$ cat config.mk
export PLATFORM = sky130hd
export DESIGN_NAME = tcic_top
export DESIGN_NICKNAME = d
export VERILOG_FILES = /design/src/rtl/tcic_pkg.sv /design/src/rtl/tcic_evt_if.sv /design/src/rtl/tcic_capfilt.sv /design/src/rtl/tcic_tick.sv /design/src/rtl/tcic_top.sv
export VERILOG_INCLUDE_DIRS = /design/src /design/src/rtl
export SDC_FILE = /design/constraint.sdc
export NUM_CORES = 1
export LEC_CHECK = 0
export ABC_AREA = 1
export BUFFER_PORTS_ARGS = -buffer_cell sky130_fd_sc_hd__buf_4
export CAP_MARGIN = 25
export CORE_MARGIN = 4
export CORE_UTILIZATION = 62
export DETAILED_ROUTE_END_ITERATION = 8
export PLACE_DENSITY_LB_ADDON = 0.08
export SYNTH_ARGS = -nofsm -noshare
export SYNTH_HDL_FRONTEND = slang
export SYNTH_SLANG_ARGS = --single-unit
$ cat constraint.sdc
create_clock -name I_SYS_CLK -period 5.65 [get_ports I_SYS_CLK]
set_clock_uncertainty 0.2 [all_clocks]
set_input_delay 0.565 -clock I_SYS_CLK [delete_from_list [all_inputs] [get_ports I_SYS_CLK]]
set_output_delay 0.565 -clock I_SYS_CLK [all_outputs]
set_load 0.01 [all_outputs]
$ cat src/rtl/tcic_params.svh
// Register map, field positions, reset values and timing of the timer counter
// Overview of operation
// Clock select zero stops the counter
// Counter readable and writable at any time
// CPU write beats clear or count
// High location reaches only the shared latch
// Low read latches high; low write loads
// Each tick clears or steps by one
// Flag reached_a at zero, top at top
// Mode joins two bits of each control
// Overflow flag set where mode says
// Qualifying edge copies counter into capture
// Capture flag set with the copy
// Capture flag interrupts, clears on ack/one
// Capture read: low first, then latch
// Capture writable only in capture-top modes
// Software writes capture high before low
// Select bit swaps pin for comparator
// Filter adds four system clock cycles
// Filter changes only on four equal samples
// Filter enabled by control B bit
// Capture path off in capture-top modes
// Each event overwrites the capture value
// Port drive on capture pin can trigger
// One latch shared by all wide registers
// Tick from prescaler or external pin edge
// Edge select picks rising or falling
// Reset clears flags and capture value
`ifndef TCIC_PARAMS_SVH
`define TCIC_PARAMS_SVH
// =====================================================================
// Register addresses
`define TCIC_A_CNT_LO    3'h0
`define TCIC_A_CNT_HI    3'h1
`define TCIC_A_CAP_LO    3'h2
`define TCIC_A_CAP_HI    3'h3
`define TCIC_A_CTRL_A    3'h4
`define TCIC_A_CTRL_B    3'h5
`define TCIC_A_FLAG      3'h6
`define TCIC_A_MASK      3'h7
// =====================================================================
// Field positions and reset values
`define TCIC_A_WGM_LO    1:0
`define TCIC_B_CS        2:0
`define TCIC_B_WGM_HI    4:3
`define TCIC_B_EDGE      6
`define TCIC_B_FILT      7
`define TCIC_F_OVF       0
`define TCIC_F_CAP       5
`define TCIC_RST_BYTE    8'h00
`define TCIC_RST_WORD    16'h0000
`define TCIC_MAX         16'hffff
// =====================================================================
// Clock selects and waveform modes
`define TCIC_CS_STOP     3'h0
`define TCIC_CS_SYS      3'h1
`define TCIC_CS_EXT_FALL 3'h6
`define TCIC_CS_EXT_RISE 3'h7
`define TCIC_WGM_PFC_ICR 4'h8
`define TCIC_WGM_PC_ICR  4'ha
`define TCIC_WGM_CTC_ICR 4'hc
`define TCIC_WGM_FST_ICR 4'he
`define TCIC_FILT_SMP    4
`endif

$ cat src/rtl/tcic_pkg.sv
// Types shared by the timer counter modules
`default_nettype none
package tcic_pkg;
  typedef logic [7:0]  tcic_byte_t;
  typedef logic [15:0] tcic_word_t;
  typedef enum logic [1:0]
  {
    TCIC_UP   = 2'b01,
    TCIC_DOWN = 2'b10
  } tcic_dir_e;
endpackage // tcic_pkg
`default_nettype wire

$ cat src/rtl/tcic_evt_if.sv
// Tick and capture event signals between the timer core and its front ends
`default_nettype none
interface tcic_evt_if;
  logic tick;
  logic cap_evt;
  logic filt_en;
  logic rise;
  logic armed;
  modport tick_src (output tick);
  modport cap_src  (input filt_en, input rise, input armed, output cap_evt);
  modport core     (input tick, input cap_evt, output filt_en, output rise, output armed);
endinterface // tcic_evt_if
`default_nettype wire

$ cat src/rtl/tcic_capfilt.sv
// Capture trigger path: synchronisers, source select, noise filter, edge detect
`default_nettype none
`include "tcic_params.svh"
module tcic_capfilt
(
  input  wire logic i_clk,
  input  wire logic i_rst,
  input  wire logic i_pin,
  input  wire logic i_cmp,
  input  wire logic i_cmp_sel,
  tcic_evt_if.cap_src evt
);
  logic [1:0] pin_sync_q;
  logic [1:0] cmp_sync_q;
  logic [2:0] smp_q;
  logic       filt_q;
  logic       prev_q;
  logic       src;
  logic       lvl;

  // =====================================================================
  // Synchronisers, sample history and filtered level
  always_ff @(posedge i_clk)
  begin
    if (i_rst)
    begin
      pin_sync_q <= 2'h0;
      cmp_sync_q <= 2'h0;
      smp_q      <= 3'h0;
      filt_q     <= 1'b0;
      prev_q     <= 1'b0;
    end
    else
    begin
      pin_sync_q <= {pin_sync_q[0], i_pin};
      cmp_sync_q <= {cmp_sync_q[0], i_cmp};
      smp_q      <= {smp_q[1:0], src};
      if ({smp_q, src} == {`TCIC_FILT_SMP{src}})
        filt_q <= src;
      prev_q     <= lvl;
    end
  end

  assign src = i_cmp_sel ? cmp_sync_q[1] : pin_sync_q[1];
  assign lvl = evt.filt_en ? filt_q : src;

  // =====================================================================
  // Edge detector
  always_comb
  begin
    if (!evt.armed)
      evt.cap_evt = 1'b0;
    else if (evt.rise)
      evt.cap_evt = lvl & ~prev_q;
    else
      evt.cap_evt = ~lvl & prev_q;
  end
endmodule // tcic_capfilt
`default_nettype wire

$ cat src/rtl/tcic_tick.sv
// Timer tick source: prescaler taps or synchronised external clock pin
`default_nettype none
`include "tcic_params.svh"
module tcic_tick
(
  input  wire logic       i_clk,
  input  wire logic       i_rst,
  input  wire logic [2:0] i_clk_sel,
  input  wire logic [3:0] i_presc_tick,
  input  wire logic       i_ext_pin,
  tcic_evt_if.tick_src    evt
);
  logic [1:0] ext_sync_q;
  logic       ext_prev_q;

  // =====================================================================
  // External pin synchroniser and edge history
  always_ff @(posedge i_clk)
  begin
    if (i_rst)
    begin
      ext_sync_q <= 2'h0;
      ext_prev_q <= 1'b0;
    end
    else
    begin
      ext_sync_q <= {ext_sync_q[0], i_ext_pin};
      ext_prev_q <= ext_sync_q[1];
    end
  end

  // =====================================================================
  // Tick selection
  always_comb
  begin
    case (i_clk_sel)
      `TCIC_CS_STOP:     evt.tick = 1'b0;
      `TCIC_CS_SYS:      evt.tick = 1'b1;
      `TCIC_CS_EXT_FALL: evt.tick = ext_prev_q & ~ext_sync_q[1];
      `TCIC_CS_EXT_RISE: evt.tick = ~ext_prev_q & ext_sync_q[1];
      default:           evt.tick = i_presc_tick[2'(i_clk_sel - 3'h2)];
    endcase
  end
endmodule // tcic_tick
`default_nettype wire

$ cat src/rtl/tcic_top.sv
// Sixteen-bit timer counter with input capture and byte-wide register access
`default_nettype none
`include "tcic_params.svh"
module tcic_top
(
  input  wire logic       I_SYS_CLK,
  input  wire logic       I_RST,
  input  wire logic [2:0] I_ADDR,
  input  wire logic       I_WR,
  input  wire logic       I_RD,
  input  wire logic [7:0] I_WDATA,
  output logic      [7:0] O_RDATA,
  input  wire logic [3:0] I_PRESC_TICK,
  input  wire logic       I_EXT_CLK_PIN,
  input  wire logic       I_CAP_PIN,
  input  wire logic       I_CAP_PORT_OUT,
  input  wire logic       I_CAP_PORT_OE,
  input  wire logic       I_CMP_OUT,
  input  wire logic       I_CMP_CAPTURE_SEL,
  input  wire logic       I_OVF_IRQ_ACK,
  input  wire logic       I_CAP_IRQ_ACK,
  output logic            O_OVF_IRQ,
  output logic            O_CAP_IRQ,
  output logic            O_AT_TOP,
  output logic            O_AT_REACHED_A
);
  tcic_pkg::tcic_byte_t ctrl_a_q;
  tcic_pkg::tcic_byte_t ctrl_b_q;
  tcic_pkg::tcic_byte_t mask_q;
  tcic_pkg::tcic_byte_t temp_q;
  tcic_pkg::tcic_byte_t rdata_q;
  tcic_pkg::tcic_byte_t rdata_d;
  tcic_pkg::tcic_word_t cnt_q;
  tcic_pkg::tcic_word_t cnt_d;
  tcic_pkg::tcic_word_t cap_q;
  tcic_pkg::tcic_word_t top_w;
  tcic_pkg::tcic_dir_e  dir_q;
  tcic_pkg::tcic_dir_e  dir_d;
  logic                 ovf_q;
  logic                 capf_q;
  logic [3:0]           mode;
  logic                 icr_mode;
  logic                 at_top;
  logic                 at_bot;
  logic                 tick;
  logic                 cap_evt;
  logic                 ovf_evt;
  logic                 wr_cnt_lo;
  logic                 wr_cap_lo;
  logic                 wr_hi;
  logic                 rd_cnt_lo;
  logic                 rd_cap_lo;
  logic                 ovf_clr;
  logic                 cap_clr;
  logic                 pin_lvl;

  // =====================================================================
  // Mode and access decoding
  function automatic logic is_icr_top(input logic [3:0] m);
    is_icr_top = (m == `TCIC_WGM_PFC_ICR) || (m == `TCIC_WGM_PC_ICR) ||
                 (m == `TCIC_WGM_CTC_ICR) || (m == `TCIC_WGM_FST_ICR);
  endfunction

  function automatic logic is_dual(input logic [3:0] m);
    is_dual = (m == `TCIC_WGM_PFC_ICR) || (m == `TCIC_WGM_PC_ICR);
  endfunction

  function automatic logic is_clr_top(input logic [3:0] m);
    is_clr_top = (m == `TCIC_WGM_CTC_ICR) || (m == `TCIC_WGM_FST_ICR);
  endfunction

  function automatic logic hit(input logic s, input logic [2:0] a, input logic [2:0] r);
    hit = s && (a == r);
  endfunction

  assign mode      = {ctrl_b_q[`TCIC_B_WGM_HI], ctrl_a_q[`TCIC_A_WGM_LO]};
  assign icr_mode  = is_icr_top(mode);
  assign top_w     = icr_mode ? cap_q : `TCIC_MAX;
  assign at_top    = (cnt_q == top_w);
  assign at_bot    = (cnt_q == `TCIC_RST_WORD);
  assign wr_cnt_lo = hit(I_WR, I_ADDR, `TCIC_A_CNT_LO);
  assign wr_cap_lo = hit(I_WR, I_ADDR, `TCIC_A_CAP_LO);
  assign wr_hi     = hit(I_WR, I_ADDR, `TCIC_A_CNT_HI) ||
                     hit(I_WR, I_ADDR, `TCIC_A_CAP_HI);
  assign rd_cnt_lo = hit(I_RD, I_ADDR, `TCIC_A_CNT_LO);
  assign rd_cap_lo = hit(I_RD, I_ADDR, `TCIC_A_CAP_LO);
  assign ovf_clr   = I_OVF_IRQ_ACK ||
                     (hit(I_WR, I_ADDR, `TCIC_A_FLAG) && I_WDATA[`TCIC_F_OVF]);
  assign cap_clr   = I_CAP_IRQ_ACK ||
                     (hit(I_WR, I_ADDR, `TCIC_A_FLAG) && I_WDATA[`TCIC_F_CAP]);
  assign pin_lvl   = I_CAP_PORT_OE ? I_CAP_PORT_OUT : I_CAP_PIN;

  // =====================================================================
  // Tick source and capture trigger path
  tcic_evt_if u_evt ();

  assign u_evt.filt_en = ctrl_b_q[`TCIC_B_FILT];
  assign u_evt.rise    = ctrl_b_q[`TCIC_B_EDGE];
  assign u_evt.armed   = ~icr_mode;
  assign tick          = u_evt.tick;
  assign cap_evt       = u_evt.cap_evt;

  tcic_tick u_tick
  (
    .i_clk        (I_SYS_CLK),
    .i_rst        (I_RST),
    .i_clk_sel    (ctrl_b_q[`TCIC_B_CS]),
    .i_presc_tick (I_PRESC_TICK),
    .i_ext_pin    (I_EXT_CLK_PIN),
    .evt          (u_evt.tick_src)
  );

  tcic_capfilt u_capfilt
  (
    .i_clk     (I_SYS_CLK),
    .i_rst     (I_RST),
    .i_pin     (pin_lvl),
    .i_cmp     (I_CMP_OUT),
    .i_cmp_sel (I_CMP_CAPTURE_SEL),
    .evt       (u_evt.cap_src)
  );

  // =====================================================================
  // Control registers
  always_ff @(posedge I_SYS_CLK)
  begin
    if (I_RST)
    begin
      ctrl_a_q <= `TCIC_RST_BYTE;
      ctrl_b_q <= `TCIC_RST_BYTE;
      mask_q   <= `TCIC_RST_BYTE;
    end
    else
    begin
      if (hit(I_WR, I_ADDR, `TCIC_A_CTRL_A))
        ctrl_a_q <= I_WDATA;
      if (hit(I_WR, I_ADDR, `TCIC_A_CTRL_B))
        ctrl_b_q <= I_WDATA;
      if (hit(I_WR, I_ADDR, `TCIC_A_MASK))
        mask_q <= I_WDATA;
    end
  end

  // =====================================================================
  // Shared high-byte latch
  always_ff @(posedge I_SYS_CLK)
  begin
    if (I_RST)
      temp_q <= `TCIC_RST_BYTE;
    else if (wr_hi)
      temp_q <= I_WDATA;
    else if (rd_cnt_lo)
      temp_q <= cnt_q[15:8];
    else if (rd_cap_lo)
      temp_q <= cap_q[15:8];
  end

  // =====================================================================
  // Counter next value and direction
  always_comb
  begin
    cnt_d = cnt_q;
    dir_d = dir_q;
    if (wr_cnt_lo)
      cnt_d = {temp_q, I_WDATA};
    else if (tick)
    begin
      if (is_dual(mode))
      begin
        case (dir_q)
          tcic_pkg::TCIC_UP:
          begin
            if (at_top)
            begin
              dir_d = tcic_pkg::TCIC_DOWN;
              cnt_d = cnt_q - 16'h0001;
            end
            else
              cnt_d = cnt_q + 16'h0001;
          end
          tcic_pkg::TCIC_DOWN:
          begin
            if (at_bot)
            begin
              dir_d = tcic_pkg::TCIC_UP;
              cnt_d = cnt_q + 16'h0001;
            end
            else
              cnt_d = cnt_q - 16'h0001;
          end
          default:
            dir_d = tcic_pkg::TCIC_UP;
        endcase
      end
      else
      begin
        dir_d = tcic_pkg::TCIC_UP;
        if (is_clr_top(mode) && at_top)
          cnt_d = `TCIC_RST_WORD;
        else
          cnt_d = cnt_q + 16'h0001;
      end
    end
  end

  always_ff @(posedge I_SYS_CLK)
  begin
    if (I_RST)
    begin
      cnt_q <= `TCIC_RST_WORD;
      dir_q <= tcic_pkg::TCIC_UP;
    end
    else
    begin
      cnt_q <= cnt_d;
      dir_q <= dir_d;
    end
  end

  // =====================================================================
  // Overflow flag
  always_comb
  begin
    if (!tick || wr_cnt_lo)
      ovf_evt = 1'b0;
    else if (is_dual(mode))
      ovf_evt = (dir_q == tcic_pkg::TCIC_DOWN) && at_bot;
    else if (mode == `TCIC_WGM_FST_ICR)
      ovf_evt = at_top;
    else
      ovf_evt = (cnt_q == `TCIC_MAX);
  end

  always_ff @(posedge I_SYS_CLK)
  begin
    if (I_RST)
      ovf_q <= 1'b0;
    else
      ovf_q <= ovf_evt || (ovf_q && !ovf_clr);
  end

  // =====================================================================
  // Capture register and capture flag
  always_ff @(posedge I_SYS_CLK)
  begin
    if (I_RST)
      cap_q <= `TCIC_RST_WORD;
    else if (cap_evt)
      cap_q <= cnt_q;
    else if (wr_cap_lo && icr_mode)
      cap_q <= {temp_q, I_WDATA};
  end

  always_ff @(posedge I_SYS_CLK)
  begin
    if (I_RST)
      capf_q <= 1'b0;
    else
      capf_q <= cap_evt || (capf_q && !cap_clr);
  end

  // =====================================================================
  // Read path
  always_comb
  begin
    case (I_ADDR)
      `TCIC_A_CNT_LO: rdata_d = cnt_q[7:0];
      `TCIC_A_CNT_HI: rdata_d = temp_q;
      `TCIC_A_CAP_LO: rdata_d = cap_q[7:0];
      `TCIC_A_CAP_HI: rdata_d = temp_q;
      `TCIC_A_CTRL_A: rdata_d = ctrl_a_q;
      `TCIC_A_CTRL_B: rdata_d = ctrl_b_q;
      `TCIC_A_FLAG:   rdata_d = {2'h0, capf_q, 4'h0, ovf_q};
      default:        rdata_d = mask_q;
    endcase
  end

  always_ff @(posedge I_SYS_CLK)
  begin
    if (I_RST)
      rdata_q <= `TCIC_RST_BYTE;
    else if (I_RD)
      rdata_q <= rdata_d;
  end

  assign O_RDATA     = rdata_q;
  assign O_OVF_IRQ   = ovf_q && mask_q[`TCIC_F_OVF];
  assign O_CAP_IRQ   = capf_q && mask_q[`TCIC_F_CAP];
  assign O_AT_TOP    = at_top;
  assign O_AT_REACHED_A = at_bot;
endmodule // tcic_top
`default_nettype wire
==> impl_metrics.toml, run 1 <==
[floorplan]
ios = 39
chipHeight_um = 102
die_x_um = 102
num_rows = 34
die_area_um2 = 10500
coreArea_um2 = 8680
start_util_pct = 63.7

[synthesis]
synthArstFlopShare_pct = 0
ys_ff_latch = 88
synth_common_cells = "233 x nand2_1, 98 x inv_1, 88 x dfxtp_1, 87 x nand3_1, 68 x nor2_1"
synth.distinct_cells = 37
synth.area.top_cells = "dfxtp_1 32%, nand2_1 16%, nand3_1 7.9%"
yosysTopAreaCell = "dfxtp_1"
synth-edff-count = 0
synth_warnings = 0
synth_top_area_share_pct = 31.9
avgSynthCellArea_um2 = 6.32
synthFlopType = "dfxtp_1"
seq_area_frac_synth_pct = 31.9
synth_fp_nets = 907
syn-instance-count = 875
synth.most_common_cell = "nand2_1"
synth_area_um2 = 5530

[grt]
antenna_found_initial = 0
grt.total_usage_pct = 37.3
grt_pass1_vias = 5881
grt_start_max_net_pins = 51
grt_pass1_wl_mm = 30.2
grt_overflow = 0

[timing]
clock.fmax_mhz = 313
max_slew_margin_pct = 34.4
grt_setup_unrepaired = "no"
finalWorstPathRequiredPeriod_ns = 3.20
setup_violations = 0
holdWs_ns = 0.177
finalSetupTns_ns = 0
maxSlewViolCount = 0
fin_ws_ns = 2.45
worst_pin_slew_ns = 0.979
hold_violations = 0
fin_crit_sh_pct = 56.6

[worst_setup_path]
setup.worst_path.start_class = "flop"
path_class = "flop to output port"
r2r_cells = 12
critical_path_arrival_ns = 2.43
crit_required_ns = 4.89
critPathCaptureType = "output port"
crit_fanout = 11

[cells_and_area]
fillers = 777
drive_gt1_share_pct = 9.22
synthToLayoutAreaGrowth_pct = 7.97
insertedDiodeCount = 0
nNetsFinal = 916

[detailed_routing]
wirelength_mm = 18.8
avgViaCountPerCell = 6.23
drt_iter0_drc = 529
drtAntennaViolNets = 0
vias = 6212
detail_route.wl_per_cell_um = 18.8
drc_errors = 0
dr.pass1.iters = 5

[place]
place_congestion = 1.03
place_ws_ns = 2.42
hpwl_mm = 13.7
numPortBuffers = 38

[hold_path]
min_path_cells = 2
hold_path_class = "primary input to flop"

[cts]
post_cts_resized = 0
cts_root_buf = "clkbuf_8"
post_cts_buffers = 0
h-tree-depth = 3
numClockSinks = 88
cts_tree = "done"
hold_buffers = 0
numCtsBuffers = 9
cts_buffer_depth = 2
clk_pin_slew_ns = 0.09
insertion_delay_ns = 0.37

[power_and_ir_drop]
powerDensity_nw_per_um2 = 236
ir_drop_uv = 194
power.leakage_nw = 2.54

[run]
drv_cap = 0

[status]
status = "finished, final reports clean"
[cells by family after synthesis]
family          share of synthesized area (%)
compound gates                           17.6
xor+xnor                                 2.85
fa+ha+maj                                1.13
buf+inv                                  11.5
flops                                    31.9
simple gates                             35.0
[cell usage in the layout, fill, tap and decap left out, types with 17 or more instances in the layout]
master   instances
a21oi_1         67
inv_1           98
nor2_1          68
dfxtp_1         88
nand3_1         87
nand2_1        233
xor2_1          17
a31oi_1         19
buf_4           40
o21ai_0         35
[stage by stage]
step	cells	cell area (um2)	util (%)	power [mW]
6_report	997	5970	68.8	1.41
5_1_grt	997	5970	68.8	1.46
4_1_cts	997	5970	68.8	1.39
3_5_place_dp	981	5760	66.4	0.951
3_3_place_gp	981	5760	66.4	0.942
2_1_floorplan	875	5530	-	0.862
[power breakdown]
group	switching [mW]	internal (mW)	leakage [nW]
clock	0.239	0.218	0.0989
combinational	0.184	0.0875	1.73
sequential	0.0351	0.644	0.715
total	0.458	0.949	2.54
[critical path, cell delays in order, from the launching register on]
cell and delay, ns:
dfxtp_1 0.70, inv_1 0.37, nand2_1 0.16, nand2_1 0.08, nor4_1 0.26, nand3_1 0.10, nor4_1 0.22, buf_4 0.18
[flip-flops by register name, indices dropped and copies added, names as in the netlist, 3 cells and up]
signal,count
temp_q,8
O_RDATA,8
ctrl_a_q,8
cnt_q,16
mask_q,8
u_capfilt.smp_q,3
cap_q,16
ctrl_b_q,8
[metal layers]
metal	global-route usage [%]	wire length (um)	vias up	share of wire [%]
met5	0	0	-	0
met4	16.2	873	0	4.6
met3	7.30	1960	80	10
met2	60.1	8700	399	46
met1	48.4	7260	2815	39
li1	-	-	2918	-
[cell type report]
cell class	count	area [um2]	area share, %
inverters	115	434	7.27
clock buffers	10	138	2.31
clock inverters	6	67.6	1.13
flip-flops and latches	88	1760	29.5
well taps	108	135	2.26
repair buffers	40	300	5.03
multi-input cells	630	3130	52.5
[final timing paths]
check	slack, ns	from	to
max	2.45	cnt_q[9]$_SDFFE_PP0P_	O_AT_TOP
min	0.18	I_CAP_PORT_OE	u_capfilt.pin_sync_q[0]$_SDFF_PP0_
max reg2reg	2.54	cnt_q[0]$_SDFFE_PP0P_	cnt_q[6]$_SDFFE_PP0P_
min reg2reg	0.21	u_capfilt.cmp_sync_q[0]$_SDFF_PP0_	u_capfilt.cmp_sync_q[1]$_SDFF_PP0_
Power figures use the tool's default switching activity.
==> run 2, diff against run 1 <==
- CORE_UTILIZATION: 62 -> 55
- clock period: 5.65 -> 2.7 ns (I/O delays scaled with it)
==> impl_metrics.toml, run 2 (synthesis gave the netlist of run 1 again) <==
[timing]
finalSetupTns_ns = 0
hold_violations = 0
max_slew_margin_pct = 58.5
setup_violations = 0
maxSlewViolCount = 0
grt_setup_unrepaired = "no"
finalWorstPathRequiredPeriod_ns = 2.60
worst_pin_slew_ns = 0.618
fin_crit_sh_pct = 96.3
fin_ws_ns = 0.100
clock.fmax_mhz = 385

[power_and_ir_drop]
ir_drop_uv = 341
powerDensity_nw_per_um2 = 477
power.leakage_nw = 2.76

[cts]
numCtsBuffers = 9
h-tree-depth = 3
cts_buffer_depth = 2
cts_root_buf = "clkbuf_8"
post_cts_buffers = 0
insertion_delay_ns = 0.38
numClockSinks = 88
clk_pin_slew_ns = 0.09
cts_tree = "done"

[worst_setup_path]
r2r_slack_ns = 0.35
critPathCapture = "O_AT_TOP"
critPathCaptureType = "output port"
crit_required_ns = 2.23
critical_path_arrival_ns = 2.13
cp_cell_sequence = "clkinv_2 > nand2_1 > nand2_1 > nor2_1 > nand3_1 > nor4_1 > buf_4"
crit_fanout = 8
path_class = "flop to output port"
r2r_cells = 13
crit_path_frequent_cell = "nand2_1"
r2r_start = "ctrl_a_q[0]$_SDFFE_PP0P_"
r2r_end = "cnt_q[8]$_SDFFE_PP0P_"
slowest_delay_ns = 0.54
setup.worst_path.start_class = "flop"
startpoint = "cnt_q[6]$_SDFFE_PP0P_"
slowest_stage = "dfxtp_1"

[detailed_routing]
wirelength_mm = 19.6
dr.pass1.iters = 5
detail_route.wl_per_cell_um = 18.4
avgViaCountPerCell = 5.95
drtAntennaViolNets = 0
drt_iter0_drc = 557
drc_errors = 0
vias = 6340

[cells_and_area]
final_common_cell = "nand2_1"
post-route-util_pct = 64.9
stdcell_count = 1066
synthToLayoutAreaGrowth_pct = 14.8
top_regs = "cap_q x16, cnt_q x16"
insertedDiodeCount = 0
drive_gt1_share_pct = 13.0
nNetsFinal = 960
layout_common_cells = "233 x nand2_1, 98 x inv_1, 88 x dfxtp_1"

[hold_path]
hold_path_class = "primary input to flop"

[floorplan]
ios = 39
die_area_um2 = 11700
num_rows = 36
chipHeight_um = 108
coreArea_um2 = 9770
die_x_um = 108
start_util_pct = 56.6

[grt]
grt_overflow = 0
grt_pass1_vias = 6094
met1_usage_pct = 43.2
busiest_layer = "met2"
grt_util_met3_pct = 6.09
grt.total_usage_pct = 34.3
antenna_found_initial = 0
grt_start_max_net_pins = 39
use_met2_pct = 55.8
grt_pass1_wl_mm = 31.0

[run]
drv_cap = 0

[place]
numPortBuffers = 38
place_inst = 1043
hpwl_mm = 14.8
place_congestion = 1.08
place_ws_ns = 0.287

[status]
status = "finished, final reports clean"
[run 2: worst max-delay path, delay by kind of cell (launching register included)]
family	cells	cell delay (ns)
simple gates	5	0.77
flops	1	0.54
buf+inv	2	0.45
[run 2: worst min-delay path by stage]
stage | start | end | slack (ns) | cells after the start
after floorplan | I_RST | u_capfilt.smp_q[2]$_SDFF_PP0_ | 0.15 | 1
after global placement | u_capfilt.cmp_sync_q[0]$_SDFF_PP0_ | u_capfilt.cmp_sync_q[1]$_SDFF_PP0_ | 0.19 | 2
after detailed placement | u_capfilt.pin_sync_q[0]$_SDFF_PP0_ | u_capfilt.pin_sync_q[1]$_SDFF_PP0_ | 0.20 | 2
after CTS | I_RD | O_RDATA[7]$_SDFFE_PP0P_ | 0.007 | 3
after global routing | I_RD | O_RDATA[7]$_SDFFE_PP0P_ | 0.01 | 3
final | I_RD | O_RDATA[7]$_SDFFE_PP0P_ | 0.01 | 3
[run 2: report_power, final]
group | total [mW] | leakage [nW] | switching (mW) | internal [mW]
sequential | 1.39 | 0.715 | 0.0407 | 1.35
clock | 0.984 | 0.103 | 0.527 | 0.457
combinational | 0.653 | 1.94 | 0.428 | 0.225
[run 2: timing repair]
item,in CTS,in global routing
setup endpoints to repair,1,1
pin swaps,0,1
hold buffers,6,0
gates cloned,0,1
gates resized for setup,1,0
hold endpoints to repair,5,0
[run 2: per-stage QoR]
step	hold slack, ns	instance area (um2)	total power [mW]
after floorplan	0.152	5530	1.80
after global placement	0.194	6070	2.03
after detailed placement	0.200	6070	2.04
after CTS	0.00672	6340	3.01
after global routing	0.0149	6350	3.15
final	0.0103	6350	3.02
[run 2: layout make-up]
cell class	instances	area, um2
Clock buffer	10	138
Clock inverter	6	65.1
Fill cell	900	3430
Inverter	115	435
Multi-Input combinational cell	631	3140
Sequential cell	88	1760
Tap cell	133	166
Timing Repair Buffer	83	638
[run 2: metal layers]
metal | vias to the layer above | share of wire, %
met3 | 75 | 9.5
met1 | 2902 | 39
met5 | - | 0
met2 | 363 | 47
met4 | 0 | 5.4
li1 | 3000 | -
